## config.mk

```make
export PLATFORM = sky130hd
export DESIGN_NAME = dpsc_power_ctrl
export DESIGN_NICKNAME = d
export VERILOG_FILES = /design/src/dpsc_pkg.sv /design/src/dpsc_timer_if.sv /design/src/dpsc_idle_timer.sv /design/src/dpsc_power_ctrl.sv
export SDC_FILE = /design/constraint.sdc
export NUM_CORES = 1
export LEC_CHECK = 0
export BUFFER_PORTS_ARGS = -buffer_cell sky130_fd_sc_hd__buf_4
export CORE_UTILIZATION = 35
export CTS_BUF_LIST = sky130_fd_sc_hd__clkbuf_4 sky130_fd_sc_hd__clkbuf_8
export CTS_CLUSTER_SIZE = 10
export DETAILED_ROUTE_END_ITERATION = 12
export SLEW_MARGIN = 30
export SYNTH_ARGS = -nofsm -noshare
export SYNTH_HDL_FRONTEND = slang
export SYNTH_SLANG_ARGS = --single-unit
```

## constraint.sdc

```tcl
create_clock -name ref_clk_i -period 7.8 [get_ports ref_clk_i]
set_input_delay 0.39 -clock ref_clk_i [delete_from_list [all_inputs] [get_ports ref_clk_i]]
set_output_delay 0.39 -clock ref_clk_i [all_outputs]
set_load 0.02 [all_outputs]
```

## src/dpsc_pkg.sv

```systemverilog
// Constants shared by the drive power state controller
package dpsc_pkg;
    // Clock rate
    localparam int unsigned CLK_MHZ = 250;
    // Automatic power-down inactivity time and spindle spin-up time
    localparam int unsigned APD_TIME_US = 1000;
    localparam int unsigned APD_CYCLES = APD_TIME_US * CLK_MHZ;
    localparam int unsigned SPINUP_TIME_US = 1000;
    localparam int unsigned SPINUP_CYCLES = SPINUP_TIME_US * CLK_MHZ;
    localparam int unsigned CNT_W = 32;
    // Power command opcodes
    localparam logic [7:0] OP_IDLE = 8'hE3;
    localparam logic [7:0] OP_IDLE_ALT = 8'h97;
    localparam logic [7:0] OP_IDLE_IMM = 8'hE1;
    localparam logic [7:0] OP_IDLE_IMM_ALT = 8'h95;
    localparam logic [7:0] OP_STBY = 8'hE2;
    localparam logic [7:0] OP_STBY_ALT = 8'h96;
    localparam logic [7:0] OP_STBY_IMM = 8'hE0;
    localparam logic [7:0] OP_STBY_IMM_ALT = 8'h94;
    localparam logic [7:0] OP_SLEEP = 8'hE6;
    localparam logic [7:0] OP_SLEEP_ALT = 8'h99;
    localparam logic [7:0] OP_CHECK = 8'hE5;
    localparam logic [7:0] OP_CHECK_ALT = 8'h98;
    // Reported power state codes
    localparam logic [2:0] PS_ACTIVE = 3'h0;
    localparam logic [2:0] PS_IDLE = 3'h1;
    localparam logic [2:0] PS_STANDBY = 3'h2;
    localparam logic [2:0] PS_SPINUP = 3'h3;
    localparam logic [2:0] PS_SLEEP = 3'h4;
    localparam logic [CNT_W-1:0] CNT_ZERO = 32'h0000_0000;
    localparam logic [CNT_W-1:0] CNT_ONE = 32'h0000_0001;
    typedef enum logic [2:0] {
        ST_ACTIVE,
        ST_IDLE,
        ST_STANDBY,
        ST_SPINUP,
        ST_SLEEP
    } dpsc_state_e;
endpackage

```

## src/dpsc_timer_if.sv

```systemverilog
// Link between the state controller and the power-down timer
`timescale 1ns/100ps
`default_nettype none
interface dpsc_timer_if;
    logic restart;
    logic enable;
    logic expired;
    modport ctrl (output restart, output enable, input expired);
    modport timer (input restart, input enable, output expired);
endinterface
`default_nettype wire

```

## src/dpsc_idle_timer.sv

```systemverilog
// Automatic power-down inactivity timer
`timescale 1ns/100ps
`default_nettype none
module dpsc_idle_timer #(
    parameter logic [dpsc_pkg::CNT_W-1:0] LIMIT =
        dpsc_pkg::CNT_W'(dpsc_pkg::APD_CYCLES)
) (
    // Clock, reset, enable
    input wire logic ref_clk_i,
    input wire logic rst_i,
    input wire logic clk_en_i,
    // Controller link
    dpsc_timer_if.timer tmr
);
    logic [dpsc_pkg::CNT_W-1:0] cnt_q;
    logic [dpsc_pkg::CNT_W-1:0] cnt_d;
    logic exp_q;
    logic exp_d;

    ////////////////////////////////////////////////////////////////////////
    always_comb begin
        cnt_d = cnt_q;
        exp_d = 1'b0;
        // Any activity or a disabled timer starts the count over
        if (tmr.restart || !tmr.enable) begin
            cnt_d = dpsc_pkg::CNT_ZERO;
        end else if (cnt_q >= LIMIT - dpsc_pkg::CNT_ONE) begin
            cnt_d = dpsc_pkg::CNT_ZERO;
            exp_d = 1'b1;
        end else begin
            cnt_d = cnt_q + dpsc_pkg::CNT_ONE;
        end
    end

    always_ff @(posedge ref_clk_i) begin
        if (rst_i) begin
            cnt_q <= dpsc_pkg::CNT_ZERO;
            exp_q <= 1'b0;
        end else if (clk_en_i) begin
            cnt_q <= cnt_d;
            exp_q <= exp_d;
        end
    end

    assign tmr.expired = exp_q;
endmodule // dpsc_idle_timer
`default_nettype wire

```

## src/dpsc_power_ctrl.sv

```systemverilog
// Drive power state controller: active, idle, standby and sleep
`timescale 1ns/100ps
`default_nettype none
// Overview of operation
// - Four power states: active plus reduced idle, standby and sleep.
// - Any seek, read or write command moves the drive to active.
// - Idle powers part of the circuitry down but still takes commands.
// - IDLE or IDLE IMMEDIATE from active or standby enters idle.
// - In idle, resets, idle commands and non-media commands keep idle.
// - Standby powers down the actuator motor circuit and stops spindle.
// - Standby accepts commands; media commands wait for spindle spin-up.
// - STANDBY or STANDBY IMMEDIATE from active or idle enters standby.
// - Enabled power-down timer expiring moves the drive to standby.
// - In standby, resets, standby, check and non-media commands keep it.
// - SLEEP command enters sleep, the lowest power state.
// - In sleep every command is invalid and ignored.
// - Only a hardware or software reset leaves sleep, into standby.
// - Power commands are idle, standby variants, sleep, check mode.
module dpsc_power_ctrl #(
    parameter logic [dpsc_pkg::CNT_W-1:0] APD_CYCLES =
        dpsc_pkg::CNT_W'(dpsc_pkg::APD_CYCLES),
    parameter logic [dpsc_pkg::CNT_W-1:0] SPINUP_CYCLES =
        dpsc_pkg::CNT_W'(dpsc_pkg::SPINUP_CYCLES)
) (
    // Clock, power-on reset, enable
    input wire logic ref_clk_i,
    input wire logic rst_i,
    input wire logic clk_en_i,
    // Drive resets from the host
    input wire logic hw_reset_i,
    input wire logic sw_reset_i,
    // Host command
    input wire logic cmd_valid_i,
    input wire logic [7:0] cmd_code_i,
    input wire logic cmd_media_i,
    // Power-down timer control
    input wire logic apd_enable_i,
    // Command results
    output logic cmd_done_o,
    output logic cmd_ignored_o,
    output logic busy_o,
    output logic mode_valid_o,
    output logic [2:0] mode_o,
    // Power controls and state
    output logic [2:0] power_state_o,
    output logic reduced_power_o,
    output logic actuator_motor_circuit_en_o,
    output logic spindle_run_o
);
    dpsc_timer_if tif ();

    dpsc_idle_timer #(
        .LIMIT(APD_CYCLES)
    ) u_timer (
        .ref_clk_i(ref_clk_i),
        .rst_i(rst_i),
        .clk_en_i(clk_en_i),
        .tmr(tif.timer)
    );

    dpsc_pkg::dpsc_state_e st_q;
    dpsc_pkg::dpsc_state_e st_d;
    logic [dpsc_pkg::CNT_W-1:0] spin_q;
    logic [dpsc_pkg::CNT_W-1:0] spin_d;
    logic done_q;
    logic done_d;
    logic ign_q;
    logic ign_d;
    logic mval_q;
    logic mval_d;
    logic [2:0] mode_q;
    logic [2:0] mode_d;
    logic [2:0] ps_q;
    logic [2:0] ps_d;
    logic red_q;
    logic red_d;
    logic act_q;
    logic act_d;
    logic spd_q;
    logic spd_d;
    logic busy_q;
    logic busy_d;
    logic restart;
    logic any_reset;

    ////////////////////////////////////////////////////////////////////////
    // Command decode and state transitions
    always_comb begin
        st_d = st_q;
        spin_d = spin_q;
        done_d = 1'b0;
        ign_d = 1'b0;
        mval_d = 1'b0;
        mode_d = mode_q;
        restart = 1'b0;
        any_reset = hw_reset_i || sw_reset_i;
        if (any_reset) begin
            // A reset raises no completion, unlike other commands, and keeps
            // active, idle or standby; an unfinished spin-up is dropped
            restart = 1'b1;
            if (st_q == dpsc_pkg::ST_SLEEP || st_q == dpsc_pkg::ST_SPINUP) begin
                st_d = dpsc_pkg::ST_STANDBY;
            end
            spin_d = dpsc_pkg::CNT_ZERO;
        end else if (st_q == dpsc_pkg::ST_SLEEP) begin
            ign_d = cmd_valid_i;
        end else if (st_q == dpsc_pkg::ST_SPINUP) begin
            // Host must wait for busy to drop; overlapping commands drop
            ign_d = cmd_valid_i;
            restart = 1'b1;
            if (spin_q >= SPINUP_CYCLES - dpsc_pkg::CNT_ONE) begin
                st_d = dpsc_pkg::ST_ACTIVE;
                done_d = 1'b1;
                spin_d = dpsc_pkg::CNT_ZERO;
            end else begin
                spin_d = spin_q + dpsc_pkg::CNT_ONE;
            end
        end else if (cmd_valid_i) begin
            restart = 1'b1;
            done_d = 1'b1;
            case (cmd_code_i)
                dpsc_pkg::OP_IDLE, dpsc_pkg::OP_IDLE_ALT,
                dpsc_pkg::OP_IDLE_IMM, dpsc_pkg::OP_IDLE_IMM_ALT: begin
                    st_d = dpsc_pkg::ST_IDLE;
                end
                dpsc_pkg::OP_STBY, dpsc_pkg::OP_STBY_ALT,
                dpsc_pkg::OP_STBY_IMM, dpsc_pkg::OP_STBY_IMM_ALT: begin
                    st_d = dpsc_pkg::ST_STANDBY;
                end
                dpsc_pkg::OP_SLEEP, dpsc_pkg::OP_SLEEP_ALT: begin
                    st_d = dpsc_pkg::ST_SLEEP;
                end
                dpsc_pkg::OP_CHECK, dpsc_pkg::OP_CHECK_ALT: begin
                    mval_d = 1'b1;
                    mode_d = ps_q;
                end
                default: begin
                    if (cmd_media_i) begin
                        if (st_q == dpsc_pkg::ST_STANDBY) begin
                            // Completion waits until the spindle is back
                            st_d = dpsc_pkg::ST_SPINUP;
                            done_d = 1'b0;
                            spin_d = dpsc_pkg::CNT_ZERO;
                        end else begin
                            st_d = dpsc_pkg::ST_ACTIVE;
                        end
                    end
                end
            endcase
        end else if (tif.expired && (st_q == dpsc_pkg::ST_ACTIVE ||
                st_q == dpsc_pkg::ST_IDLE)) begin
            st_d = dpsc_pkg::ST_STANDBY;
        end
    end

    ////////////////////////////////////////////////////////////////////////
    // Power controls follow the next state so they align with it
    always_comb begin
        ps_d = dpsc_pkg::PS_ACTIVE;
        red_d = 1'b0;
        act_d = 1'b1;
        spd_d = 1'b1;
        busy_d = 1'b0;
        case (st_d)
            dpsc_pkg::ST_ACTIVE: begin
                ps_d = dpsc_pkg::PS_ACTIVE;
            end
            dpsc_pkg::ST_IDLE: begin
                ps_d = dpsc_pkg::PS_IDLE;
                red_d = 1'b1;
            end
            dpsc_pkg::ST_STANDBY: begin
                ps_d = dpsc_pkg::PS_STANDBY;
                red_d = 1'b1;
                act_d = 1'b0;
                spd_d = 1'b0;
            end
            dpsc_pkg::ST_SPINUP: begin
                ps_d = dpsc_pkg::PS_SPINUP;
                busy_d = 1'b1;
            end
            dpsc_pkg::ST_SLEEP: begin
                ps_d = dpsc_pkg::PS_SLEEP;
                red_d = 1'b1;
                act_d = 1'b0;
                spd_d = 1'b0;
            end
            default: begin
                ps_d = dpsc_pkg::PS_ACTIVE;
            end
        endcase
    end

    always_ff @(posedge ref_clk_i) begin
        if (rst_i) begin
            st_q <= dpsc_pkg::ST_ACTIVE;
            spin_q <= dpsc_pkg::CNT_ZERO;
            done_q <= 1'b0;
            ign_q <= 1'b0;
            mval_q <= 1'b0;
            mode_q <= dpsc_pkg::PS_ACTIVE;
            ps_q <= dpsc_pkg::PS_ACTIVE;
            red_q <= 1'b0;
            act_q <= 1'b1;
            spd_q <= 1'b1;
            busy_q <= 1'b0;
        end else if (clk_en_i) begin
            st_q <= st_d;
            spin_q <= spin_d;
            done_q <= done_d;
            ign_q <= ign_d;
            mval_q <= mval_d;
            mode_q <= mode_d;
            ps_q <= ps_d;
            red_q <= red_d;
            act_q <= act_d;
            spd_q <= spd_d;
            busy_q <= busy_d;
        end
    end

    assign tif.restart = restart;
    assign tif.enable = apd_enable_i;
    assign cmd_done_o = done_q;
    assign cmd_ignored_o = ign_q;
    assign busy_o = busy_q;
    assign mode_valid_o = mval_q;
    assign mode_o = mode_q;
    assign power_state_o = ps_q;
    assign reduced_power_o = red_q;
    assign actuator_motor_circuit_en_o = act_q;
    assign spindle_run_o = spd_q;
endmodule // dpsc_power_ctrl
`default_nettype wire

```

==> metrics.txt <==
outcome=finished, final reports clean; FF+latch count, synth=80; Seq/Total Area, Yosys=41.69%; crit-path cells=ha_1, nand4_1, a311oi_1, or4_1, or3_1, or3_4, or4_1, a21oi_1; Post-synth EDFFs=0; routability cong.=0.8128; port bufs=28; Leak Pwr=0.001652 uW; grt ovf=0; Post-synth top cells=dfxtp_1, nor2_1, a21oi_1; FF-to-FF End=spin_q[6]$_SDFFE_PP0P_; layout cells sized above 1=11.18%; Setup Fix Bufs, Post-CTS=0; Antenna Nets Post-Route=0; # IOs=29; post-synth top area share=41.69%; VDD IR max=0.07265 mV; pwr dens=188.5 nW/um^2; Post-Syn Area=~3800 um^2; largest net degree at the start of global routing=44; Die Ht=106.8 um; setup_tns=0 ps; cell mode on critical path=or4_1; unrepaired setup endpoints after global routing=false; crit path kind=register to register; end of the critical path=spin_q[6]$_SDFFE_PP0P_; routed wire length=8543 um; Mean Syn Cell Area=8.121 um^2; register area=1602 um^2; max-slew violation count=0; FP Rows=37; Reg2Reg Depth=8; Layout area overhead=12.90%; final worst-path cycle share=37.84%; TritonCTS Sinks=80; final worst path period need=a little under 3000 ps; Finished Cell Area=about 4300 um^2; Die Wd=106.8 um; Worst-Skew Late Latency=about 360 ps; warnings from Yosys=0; max incr delay on CP=620 ps; Hold WC Path Type=primary input to register; ranking of synthesized cells by area=dfxtp_1, nor2_1, a21oi_1, nand2_1, and2_1; H-tree levels=3; PostCTS Resize Cnt=0; GRT Total Usage=15.94%; endpoint arrival time on the critical path=3240 ps; ant diodes=0; Post-synth top flop=dfxtp_1; DPL Wire Length=about 5700 um; drt first pass iters=5; footprint of the multi-input gates=2090 um^2; most common cell in the synthesized netlist=dfxtp_1; CTS tree=yes; placed cell areas=4116 um^2; # DRC=0; setup slack, reg-to-reg=4850 ps; FILL cells=1065; Finished Core Util=just over 40%; number of global-route vias before repair=about 3100; Synth Net Count=491; # setup viols final=0; Root Buffer=clkbuf_8; Max Clk Rate=around 340 MHz; final net count=505; clk buf depth=2; Max Cap Viol=0; Crit Reg-Reg Startpoint=spin_q[0]$_SDFFE_PP0P_; post-synth cell types=60; Worst Tran Pin Value=approximately 860 ps; vias per inst=5.416; Avg WL per Cell=13.60 um; initial antenna violation count=0; core area=around 10000 um^2; DR iter-0 viols=218; Crit. End Element=register; vias=approximately 3400; crit-path max FO=9; Post-synth ARST share=0%; global-route wire length before repair=between 10000 and 15000 um; Hold-fix buffers, CTS=0; CP Data Required Time=8090 ps; slowest cell on the critical path=or4_1; total CTS buffers=9; Post-Synthesis Cells=around 470; Worst slew margin=42.90%; clk_skew=roughly 13 ps; crit path launch type=register; Final Hold Viols=0; Initial Util=between 30 and 40%; dominant cell type by area after synthesis=dfxtp_1; CP startpoint=spin_q[0]$_SDFFE_PP0P_; DIE AREA=roughly 11000 um^2; CTS clock-pin slew for the worst setup and hold paths=about 80 ps
-- registers in the layout, summed over array words and instances, names as in the netlist, 3 cells and up --
| signal | cells |
|---|---|
| mode_o | 3 |
| power_state_o | 3 |
| spin_q | 32 |
| st_q | 3 |
| u_timer.cnt_q | 32 |
-- how the worst min path moves through the flow --
stage	start	to	slack, ps	depth (start not counted)
5_1_grt	cmd_valid_i	cmd_ignored_o$_SDFFE_PP0P_	370	3
3_3_place_gp	u_timer.cnt_q[31]$_SDFFE_PP0P_	u_timer.cnt_q[31]$_SDFFE_PP0P_	440	1
3_5_place_dp	u_timer.cnt_q[27]$_SDFFE_PP0P_	u_timer.cnt_q[27]$_SDFFE_PP0P_	450	1
2_1_floorplan	u_timer.cnt_q[18]$_SDFFE_PP0P_	u_timer.cnt_q[18]$_SDFFE_PP0P_	430	1
4_1_cts	cmd_valid_i	cmd_ignored_o$_SDFFE_PP0P_	360	3
6_report	cmd_valid_i	cmd_ignored_o$_SDFFE_PP0P_	380	3
-- power by group --
part / leakage (uW) / total [uW] / internal [uW] / switching (uW)
combinational: 0.000896 / 62.8 / 23.0 / 39.8
sequential: 0.000645 / 417 / 412 / 5.32
clock: 0.000110 / 338 / 187 / 150
total: 0.00165 / 818 / 622 / 196
-- area by class of cell --
type / instances / area share (%)
multi-input cells: 356 / 48.18
flip-flops and latches: 80 / 36.93
repair buffers: 28 / 4.847
well taps: 136 / 3.924
clock buffers: 11 / 3.203
clock inverters: 5 / 1.875
inverters: 12 / 1.039
-- placed cells by master, fill, tap and decap left out, drive strengths merged, types with 3 or more instances in the layout --
cell type / Yosys / layout
xnor2: 8 / 8
nand2: 32 / 32
nor4: 16 / 16
nor2: 76 / 76
buf: 3 / 28
a21oi: 40 / 40
inv: 12 / 12
o31ai: 3 / 3
o211a: 8 / 8
and2: 18 / 18
xor2: 6 / 6
or3: 6 / 6
and3: 16 / 16
nand3: 16 / 16
mux2i: 5 / 5
clkbuf: 22 / 11
nor4b: 3 / 3
nand2b: 3 / 3
or4: 4 / 4
nand4: 6 / 6
a311oi: 4 / 4
o211ai: 6 / 6
dfxtp: 80 / 80
nor3: 12 / 12
o21ai: 17 / 17
a31oi: 11 / 11
-- critical path, delay by kind of cell, from the launching register on --
| family | cells | cell delay [ps] |
|---|---|---|
| adder cells (fa/ha/maj) | 1 | 280 |
| AND/OR/NAND/NOR | 5 | 2020 |
| AO/OA/AOI/OAI | 2 | 230 |
| flip-flops | 1 | 340 |
-- cell families (layout without fill, tap and decap cells) --
group                      Yosys count  after routing  synth area share (%)
and+or+nand+nor                    223            223                 30.23
AOI/OAI and AO/OA                  112            112                 19.02
DFF                                 80             80                 41.69
buffers and inverters               37             56                 3.909
xor gates and xnor gates            14             14                 3.192
muxes                                5              5                 1.303
adders and majority gates            2              2                0.6514
-- metrics by stage --
| step | instances | worst slack [ps] | hold WS [ps] | total power [uW] |
|---|---|---|---|---|
| 6_report | 628 | 4849 | 383.3 | 817.6 |
| 5_1_grt | 628 | 4564 | 374.7 | 857.0 |
| 2_1_floorplan | 473 | 5152 | 430.2 | 468.5 |
| 3_3_place_gp | 612 | 4729 | 442.7 | 488.0 |
| 3_5_place_dp | 612 | 4684 | 445.3 | 488.5 |
| 4_1_cts | 628 | 4849 | 360.8 | 829.3 |
-- layer usage --
metal	vias up	part of all wire, %	global-route usage [%]
met2	77	43	23.23
met4	0	1.6	5.479
met5	-	0	0
met1	1578	51	22.34
li1	1735	-	-
met3	11	4.8	4.559
Note: power is estimated with default switching activity, not from simulation.
